[config.mk]
export PLATFORM = sky130hd
export DESIGN_NAME = eisa_decode
export DESIGN_NICKNAME = d
export VERILOG_FILES = /design/src/shared/eisa_pkg.sv /design/src/rtl/eisa_decode.sv
export SDC_FILE = /design/constraint.sdc
export NUM_CORES = 1
export LEC_CHECK = 0
export ABC_AREA = 1
export ABC_CLOCK_PERIOD_IN_PS = 6100
export BUFFER_PORTS_ARGS = -buffer_cell sky130_fd_sc_hd__buf_2
export CAP_MARGIN = 0
export CORE_ASPECT_RATIO = 1.25
export CORE_MARGIN = 5
export CORE_UTILIZATION = 50
export CTS_BUF_LIST = sky130_fd_sc_hd__clkbuf_8
export DETAILED_ROUTE_END_ITERATION = 6
export PLACE_DENSITY = 0.75
export SETUP_SLACK_MARGIN = 0.05
export SLEW_MARGIN = 40
export SYNTH_ARGS = -nofsm -noshare
export SYNTH_HDL_FRONTEND = slang
export SYNTH_SLANG_ARGS = --single-unit
[constraint.sdc]
create_clock -name clk -period 6.1 [get_ports clk]
set_clock_uncertainty 0.15 [all_clocks]
set_input_delay 1.22 -clock clk [delete_from_list [all_inputs] [get_ports clk]]
set_output_delay 1.22 -clock clk [all_outputs]
set_load 0.02 [all_outputs]
[src/shared/eisa_pkg.sv]
// Contract
// - after reset and by default every extension feature is inactive.
// - extended instructions and indexed literal offset mode only while fuse is set.
// - when enabled decode eight added instructions plus indexed literal offset addressing.
// - pointer add is 1110 1000 ffkk kkkk, one cycle, pointer 0..2, no flags.
// - pointer add sums unsigned six-bit literal into the selected pointer.
// - pointer-2 add with return is 1110 1000 11kk kkkk, two cycles, no flags.
// - pointer subtract is 1110 1001 ffkk kkkk, one cycle, no flags.
// - pointer-2 subtract with return is 1110 1001 11kk kkkk, two cycles, no flags.
// - register-target call is 0x0014, target from working register, two cycles, no flags.
// - indexed moves are 1110 1011, bit 7 picks kind, second word 1111, two cycles.
// - push literal stores literal at frame pointer then decrements it, one cycle.
// - access bit clear and address at most 95 selects indexed literal offset addressing.
// - return variants update pointer and load pc from stack top, then no-operation.
// - return variants are pointer add or subtract with select 11, frame pointer only.
package eisa_pkg;
    localparam int PTR_W = 12;
    localparam int PC_W  = 21;
    localparam logic [3:0] OP_HI_EXT   = 4'he;
    localparam logic [3:0] OP_ADD      = 4'h8;
    localparam logic [3:0] OP_SUB      = 4'h9;
    localparam logic [3:0] OP_PUSH     = 4'ha;
    localparam logic [3:0] OP_MOVE     = 4'hb;
    localparam logic [3:0] OP_SECOND   = 4'hf;
    localparam logic [15:0] OP_CALL_VIA_WORKING_REG   = 16'h0014;
    localparam logic [1:0] SEL_FRAME   = 2'h3;
    localparam logic [1:0] FRAME_IDX   = 2'h2;
    localparam logic [7:0] ILO_LIMIT   = 8'h5f;
    localparam logic [PTR_W-1:0] PTR_RESET = 12'h000;
    localparam int K6_LSB = 0;
    localparam int K6_W   = 6;
    localparam int SEL_LSB = 6;
    localparam int MOVE_KIND_BIT = 7;

    typedef enum logic [3:0] {
        EISA_NONE, EISA_ADD, EISA_SUB, EISA_ADDRET, EISA_SUBRET,
        EISA_CALL_VIA_WORKING_REG, EISA_MOVE_INDEXED_TO_FILE, EISA_MOVE_INDEXED_TO_INDEXED, EISA_PUSH
    } eisa_op_e;

    // memory write request toward the data bus
    typedef struct packed {
        logic             valid;
        logic [PTR_W-1:0] addr;
        logic [7:0]       data;
    } eisa_wr_s;

    // program flow request toward the pc logic
    typedef struct packed {
        logic            loadTos;
        logic            call_via_working_reg;
        logic [PC_W-1:0] retAddr;
    } eisa_flow_s;
endpackage : eisa_pkg

[src/rtl/eisa_decode.sv]
`timescale 1ns/1ns
module eisa_decode
    import eisa_pkg::*;
(
    input  wire logic             clk,
    input  wire logic             nrst,
    input  wire logic             extFuse,
    input  wire logic             instrValid,
    input  wire logic [15:0]      instrWord,
    input  wire logic [PC_W-1:0]  pcPlus2,
    input  wire logic [7:0]       stdFileAddr,
    input  wire logic             stdAccessBit,
    input  wire logic             stdByteOp,
    input  wire logic [PTR_W-1:0] ptrLoad,
    input  wire logic [1:0]       ptrLoadSel,
    input  wire logic             ptrLoadEn,
    output logic [PTR_W-1:0]      ptr [3],
    output eisa_op_e              curOp,
    output logic                  busy,
    output eisa_wr_s              memWr,
    output eisa_flow_s            flow,
    output logic [PTR_W-1:0]      srcAddr,
    output logic [PTR_W-1:0]      dstAddr,
    output logic                  dstIndexed,
    output logic                  indexedMode,
    output logic [PTR_W-1:0]      indexedAddr,
    output logic                  illegal
);
    typedef enum logic [1:0] {IDLE, SECOND, NOPCYC} eisa_state_e;

    eisa_state_e      state, next_state;
    eisa_op_e         next_curOp, dec;
    logic [PTR_W-1:0] next_ptr [3];
    eisa_wr_s         next_memWr;
    eisa_flow_s       next_flow;
    logic [PTR_W-1:0] next_srcAddr, next_dstAddr;
    logic             next_dstIndexed, next_illegal;
    logic [1:0]       sel;
    logic [PTR_W-1:0] k6;

    assign sel = instrWord[SEL_LSB +: 2];
    assign k6  = PTR_W'(instrWord[K6_LSB +: K6_W]);

    always_comb begin
        dec = EISA_NONE;
        if (extFuse) begin
            if (instrWord == OP_CALL_VIA_WORKING_REG)
                dec = EISA_CALL_VIA_WORKING_REG;
            else if (instrWord[15:12] == OP_HI_EXT) begin
                case (instrWord[11:8])
                    OP_ADD:  dec = (sel == SEL_FRAME) ? EISA_ADDRET : EISA_ADD;
                    OP_SUB:  dec = (sel == SEL_FRAME) ? EISA_SUBRET : EISA_SUB;
                    OP_PUSH: dec = EISA_PUSH;
                    OP_MOVE: dec = instrWord[MOVE_KIND_BIT] ? EISA_MOVE_INDEXED_TO_INDEXED : EISA_MOVE_INDEXED_TO_FILE;
                    default: dec = EISA_NONE;
                endcase
            end
        end
    end

    // indexed literal offset addressing for standard byte instructions
    always_comb begin
        indexedMode = extFuse && stdByteOp && !stdAccessBit
                      && (stdFileAddr <= ILO_LIMIT);
        indexedAddr = ptr[FRAME_IDX] + PTR_W'(stdFileAddr);
    end

    always_comb begin
        next_state      = state;
        next_curOp      = EISA_NONE;
        next_ptr        = ptr;
        next_memWr      = '0;
        next_flow       = '0;
        next_srcAddr    = srcAddr;
        next_dstAddr    = dstAddr;
        next_dstIndexed = dstIndexed;
        next_illegal    = 1'b0;
        if (ptrLoadEn && ptrLoadSel != SEL_FRAME)
            next_ptr[ptrLoadSel] = ptrLoad;
        case (state)
            IDLE: begin
                if (instrValid) begin
                    next_curOp = dec;
                    case (dec)
                        EISA_ADD: next_ptr[sel] = ptr[sel] + k6;
                        EISA_SUB: next_ptr[sel] = ptr[sel] - k6;
                        EISA_ADDRET, EISA_SUBRET: begin
                            next_ptr[FRAME_IDX] = (dec == EISA_ADDRET)
                                ? ptr[FRAME_IDX] + k6
                                : ptr[FRAME_IDX] - k6;
                            next_flow.loadTos = 1'b1;
                            next_state = NOPCYC;
                        end
                        EISA_CALL_VIA_WORKING_REG: begin
                            next_flow.call_via_working_reg   = 1'b1;
                            next_flow.retAddr = pcPlus2;
                            next_state = NOPCYC;
                        end
                        EISA_PUSH: begin
                            next_memWr.valid = 1'b1;
                            next_memWr.addr  = ptr[FRAME_IDX];
                            next_memWr.data  = instrWord[7:0];
                            next_ptr[FRAME_IDX] = ptr[FRAME_IDX] - PTR_W'(1);
                        end
                        EISA_MOVE_INDEXED_TO_FILE, EISA_MOVE_INDEXED_TO_INDEXED: begin
                            next_srcAddr = ptr[FRAME_IDX]
                                + PTR_W'(instrWord[6:0]);
                            next_dstIndexed = (dec == EISA_MOVE_INDEXED_TO_INDEXED);
                            next_state = SECOND;
                        end
                        default: ;
                    endcase
                end
            end
            SECOND: begin
                next_curOp = curOp;
                if (instrValid) begin
                    next_illegal = (instrWord[15:12] != OP_SECOND);
                    next_dstAddr = dstIndexed
                        ? ptr[FRAME_IDX] + PTR_W'(instrWord[6:0])
                        : instrWord[PTR_W-1:0];
                    next_state = IDLE;
                end
            end
            NOPCYC: next_state = IDLE;
            default: next_state = IDLE;
        endcase
        if (ptrLoadEn && ptrLoadSel == FRAME_IDX && state != IDLE)
            next_ptr[FRAME_IDX] = ptrLoad;
    end

    assign busy = (state != IDLE);

    always_ff @(posedge clk or negedge nrst) begin
        if (!nrst) begin
            state      <= IDLE;
            curOp      <= EISA_NONE;
            memWr      <= '0;
            flow       <= '0;
            srcAddr    <= PTR_RESET;
            dstAddr    <= PTR_RESET;
            dstIndexed <= 1'b0;
            illegal    <= 1'b0;
        end else begin
            state      <= next_state;
            curOp      <= next_curOp;
            memWr      <= next_memWr;
            flow       <= next_flow;
            srcAddr    <= next_srcAddr;
            dstAddr    <= next_dstAddr;
            dstIndexed <= next_dstIndexed;
            illegal    <= next_illegal;
        end
    end

    genvar gi;
    generate
        for (gi = 0; gi < 3; gi++) begin : g_ptr
            always_ff @(posedge clk or negedge nrst) begin
                if (!nrst)
                    ptr[gi] <= PTR_RESET;
                else
                    ptr[gi] <= next_ptr[gi];
            end
        end
    endgenerate
endmodule : eisa_decode

==> results_tabular.tex <==
\begin{tabular}{lr}
\hline
Metric & Value \\
\hline
\multicolumn{2}{l}{\textbf{Status}} \\
\quad Result of the run & finished, final reports clean \\
\multicolumn{2}{l}{\textbf{Critical path}} \\
\quad Slowest library cell on the worst path & sky130\_fd\_sc\_hd\_\_ha\_1 \\
\quad CP max FO & 7 \\
\quad Library cell appearing most often on the critical path & sky130\_fd\_sc\_hd\_\_a21oi\_1 \\
\quad Type of element capturing the critical path & flip-flop \\
\quad Cell-by-cell listing of the critical path & buf\_2 > inv\_1 > ha\_1 > nand4\_1 > nor2\_4 > nand3\_4 > nand2\_4 > nand2\_4 > o21ai\_1 > nand3\_1 > nor2\_1 > inv\_1 > a21oi\_1 > o21ai\_0 > ha\_1 > a21oi\_1 > nand2\_1 > a21oi\_1 > o21ai\_0 > or2\_2 > nand3\_1 > nand2\_1 > a21oi\_1 > a21oi\_1 \\
\quad Launch point of the worst path & instrWord[1] \\
\quad Critical register-to-register path startpoint & ptr[1] \\
\quad Worst Path Required & 6250 ps \\
\quad Worst Setup Path Type & primary input to flip-flop \\
\quad Data arrival at the endpoint of the critical path & 4810 ps \\
\quad Biggest cell delay along the critical path & 320 ps \\
\quad Type of element launching the critical path & primary input \\
\multicolumn{2}{l}{\textbf{Yosys}} \\
\quad Avg Cell Area, Syn & 7.31 um\^{}2 \\
\quad Yosys warning total & 0 \\
\quad Cell area after synthesis & 8110 um\^{}2 \\
\quad Portion of the post-synthesis area used by sequential elements & 0.346 \\
\quad Synth unique cells & 54 \\
\quad Number of flops mapped to enable cells by yosys & 0 \\
\quad Share of async-settable or async-resettable flops after synthesis & 1.00 \\
\quad Fraction of post-synthesis cell area in the top cell type by area & 0.346 \\
\quad Net Count, Synth & 1223 \\
\quad Number of flip-flops and latches in the synthesized netlist & 112 \\
\quad Top area cells in the synthesized netlist & sky130\_fd\_sc\_hd\_\_dfrtp\_1 35\%, sky130\_fd\_sc\_hd\_\_nand2\_1 12\%, sky130\_fd\_sc\_hd\_\_o21ai\_0 7.3\% \\
\quad Library cell with the largest summed area after synthesis & sky130\_fd\_sc\_hd\_\_dfrtp\_1 \\
\quad Post-Synthesis Cells & 1110 \\
\quad Primary FF master, synth & sky130\_fd\_sc\_hd\_\_dfrtp\_1 \\
\multicolumn{2}{l}{\textbf{Worst hold path}} \\
\quad Classification of the worst-slack hold path & flip-flop to flip-flop \\
\quad HP Start & dstAddr[5] \\
\multicolumn{2}{l}{\textbf{Routing}} \\
\quad Total wirelength of the detailed-routed design & 26500 um \\
\quad Length of the first detailed-routing pass in iterations & 6 \\
\quad Vias & 8286 \\
\quad Wire per inst & 17.6 um \\
\quad Antenna Nets Post-Route & 0 \\
\quad Count of unresolved DRC violations after routing & 0 \\
\quad Starting DRC count in detailed routing & 798 \\
\quad Detail-routed via count per cell & 5.51 \\
\multicolumn{2}{l}{\textbf{CTS}} \\
\quad CTS H-tree depth & 3 \\
\quad Insertion delay of the later-clocked pin in the worst-skew pair & 420 ps \\
\quad Longest Clk Path Bufs & 2 \\
\quad CTS Sinks & 112 \\
\quad Number of hold buffers added after cts & 0 \\
\quad Number of gates given a new drive strength after cts & 0 \\
\quad Clock transition at the registers of the reported paths & 120 ps \\
\quad Root Driver & sky130\_fd\_sc\_hd\_\_clkbuf\_8 \\
\quad CTS tree & done \\
\quad Number of buffers created by CTS & 9 \\
\quad Setup Fix Bufs, Post-CTS & 0 \\
\multicolumn{2}{l}{\textbf{Floorplan}} \\
\quad Die ar. & 18900 um\^{}2 \\
\quad Starting utilization of the core area & 0.505 \\
\quad Die Y-Extent & 152 um \\
\quad Standard cell core area & 16100 um\^{}2 \\
\quad Site row count & 52 \\
\quad Die width & 124 um \\
\quad Number of top-level design ports & 190 \\
\multicolumn{2}{l}{\textbf{Final layout}} \\
\quad Share of cells above drive strength 1 & 0.217 \\
\quad Synth-to-layout area growth & 16.6\% \\
\quad Final instance area & 9460 um\^{}2 \\
\quad Non-Filler Instances & 1504 \\
\quad N\_diodes & 0 \\
\quad Final nets & 1396 \\
\quad Multi-input combinational cell area & 4600 um\^{}2 \\
\quad Combined flip-flop and latch cell area & 2800 um\^{}2 \\
\quad Filler instances & 1562 \\
\multicolumn{2}{l}{\textbf{Power and ir drop}} \\
\quad Peak ir drop on the vdd network & 0.000125 V \\
\quad Power Density & 235 nW/um\^{}2 \\
\quad Cell leakage power & 0.00520 uW \\
\multicolumn{2}{l}{\textbf{Global routing}} \\
\quad Leftover overflow at the end of global routing & 0 \\
\quad GRT Total Usage & 0.288 \\
\quad Number of antenna violations at the first check in global routing & 0 \\
\quad First-pass GRT wire length & 42600 um \\
\quad Pin count of the biggest net entering global routing & 59 \\
\quad Vias in the first global route & 8168 \\
\multicolumn{2}{l}{\textbf{STA}} \\
\quad Slew at the pin with the worst max-slew slack & 802 ps \\
\quad Worst hold-check slack & 345 ps \\
\quad Max\_slew headroom & 0.464 \\
\quad Final Hold Vio Count & 0 \\
\quad Fmax & 215 MHz \\
\quad Post-route minimum period & 4660 ps \\
\quad Final period util & 0.764 \\
\quad Setup TNS & 0 ps \\
\quad Endpoints failing setup & 0 \\
\quad RSZ-0062 raised after global routing & no \\
\quad Max-slew violation count & 0 \\
\multicolumn{2}{l}{\textbf{Placement}} \\
\quad Total half-perimeter wirelength after legalization and detailed placement & 20900 um \\
\quad Number of port buffers & 189 \\
\quad Routability-driven placement congestion ratio & 0.999 \\
\quad Cell count after placement & 1488 \\
\quad Placed standard-cell area & 9210 um\^{}2 \\
\multicolumn{2}{l}{\textbf{Run}} \\
\quad Max Cap Viol & 0 \\
\hline
\end{tabular}
## power by group
part           switching, uW  total [uW]  internal [uW]
Sequential              60.6         850            789
Clock                    302         517            215
Combinational            566         855            289
Total                    928        2220           1290
## stage by stage
step,util,setup WS [ps],total power (uW)
3_3_place_gp,0.573,1150,1700
4_1_cts,0.588,1490,2230
3_5_place_dp,0.573,1040,1700
2_1_floorplan,-,1650,1420
6_report,0.589,1440,2220
5_1_grt,0.589,1040,2360
## Yosys cell counts, types with 5 or more instances
library cell,n
sky130_fd_sc_hd__a21oi_1,60
sky130_fd_sc_hd__a31oi_1,5
sky130_fd_sc_hd__buf_2,5
sky130_fd_sc_hd__clkbuf_1,20
sky130_fd_sc_hd__dfrtp_1,112
sky130_fd_sc_hd__fa_1,5
sky130_fd_sc_hd__ha_1,42
sky130_fd_sc_hd__inv_1,137
sky130_fd_sc_hd__inv_2,9
sky130_fd_sc_hd__mux2_2,6
sky130_fd_sc_hd__nand2_1,254
sky130_fd_sc_hd__nand2_2,9
sky130_fd_sc_hd__nand2_4,7
sky130_fd_sc_hd__nand3_1,64
sky130_fd_sc_hd__nand4_1,8
sky130_fd_sc_hd__nor2_1,105
sky130_fd_sc_hd__nor2_4,6
sky130_fd_sc_hd__nor3_1,10
sky130_fd_sc_hd__o211ai_1,13
sky130_fd_sc_hd__o21ai_0,118
sky130_fd_sc_hd__o21ai_1,8
sky130_fd_sc_hd__o21bai_1,5
sky130_fd_sc_hd__o22ai_1,9
sky130_fd_sc_hd__or2_2,5
sky130_fd_sc_hd__xnor2_1,6
sky130_fd_sc_hd__xor2_1,29
## area by class of cell
type,instances,share of cell area
clock buffer,10,0.0146
clock inverter,6,0.0102
inverter,150,0.0603
multi-input combinational,817,0.486
sequential,112,0.296
tap,216,0.0286
timing repair buffer,193,0.104
## logic make-up (layout without fill, tap and decap cells)
family | count (synthesis) | in the layout | synth area share
adder cells (fa/ha/maj) | 47 | 47 | 0.0771
buffers and inverters | 181 | 359 | 0.0896
AND/OR/NAND/NOR | 487 | 487 | 0.274
flip-flops | 112 | 112 | 0.346
XOR/XNOR | 35 | 35 | 0.0378
multiplexers | 6 | 6 | 0.00833
AO/OA/AOI/OAI | 242 | 242 | 0.168
## final timing paths
check | depth (start not counted) | to | slack, ps
worst min-delay path | 2 | dstAddr[5] | 340
max in group asynchronous | 2 | ptr[31] | 4070
min in group asynchronous | 1 | dstAddr[0] | 620
worst max register to register | 14 | ptr[6] | 2560
worst min register to register | 2 | dstAddr[5] | 340
worst max-delay path | 24 | ptr[6] | 1440
## critical path, delay by kind of cell
family | cells | cell delay (ps)
compound gates | 8 | 1020
fa+ha+maj | 2 | 580
buf+inv | 3 | 480
simple gates | 11 | 1500
## cell usage in the layout (no fill, tap or decap), types with 4 or more instances in the layout
cell type	instances
sky130_fd_sc_hd__a21oi_1	60
sky130_fd_sc_hd__a22o_1	4
sky130_fd_sc_hd__a31oi_1	5
sky130_fd_sc_hd__buf_2	188
sky130_fd_sc_hd__buf_4	4
sky130_fd_sc_hd__clkbuf_8	10
sky130_fd_sc_hd__dfrtp_1	112
sky130_fd_sc_hd__fa_1	5
sky130_fd_sc_hd__ha_1	42
sky130_fd_sc_hd__inv_1	137
sky130_fd_sc_hd__inv_2	9
sky130_fd_sc_hd__mux2_2	6
sky130_fd_sc_hd__nand2_1	254
sky130_fd_sc_hd__nand2_2	9
sky130_fd_sc_hd__nand2_4	7
sky130_fd_sc_hd__nand3_1	62
sky130_fd_sc_hd__nand3_2	4
sky130_fd_sc_hd__nand4_1	8
sky130_fd_sc_hd__nor2_1	104
sky130_fd_sc_hd__nor2_4	6
sky130_fd_sc_hd__nor3_1	9
sky130_fd_sc_hd__nor3_2	5
sky130_fd_sc_hd__o211ai_1	13
sky130_fd_sc_hd__o21a_1	4
sky130_fd_sc_hd__o21ai_0	118
sky130_fd_sc_hd__o21ai_1	8
sky130_fd_sc_hd__o21bai_1	5
sky130_fd_sc_hd__o22ai_1	9
sky130_fd_sc_hd__or2_2	5
sky130_fd_sc_hd__xnor2_1	6
sky130_fd_sc_hd__xor2_1	29
## routing by layer
layer | part of all wire | GRT usage
met5 | 0 | 0
met4 | 0.044 | 0.130
met3 | 0.087 | 0.0501
met2 | 0.48 | 0.467
met1 | 0.39 | 0.370
## registers in the layout (all words and copies together), names as in the netlist
name,cells
illegal,1
srcAddr,12
curOp,4
dstAddr,12
flow,23
dstIndexed,1
ptr,36
state,2
memWr,21
Note: power is estimated with default switching activity, not from simulation.
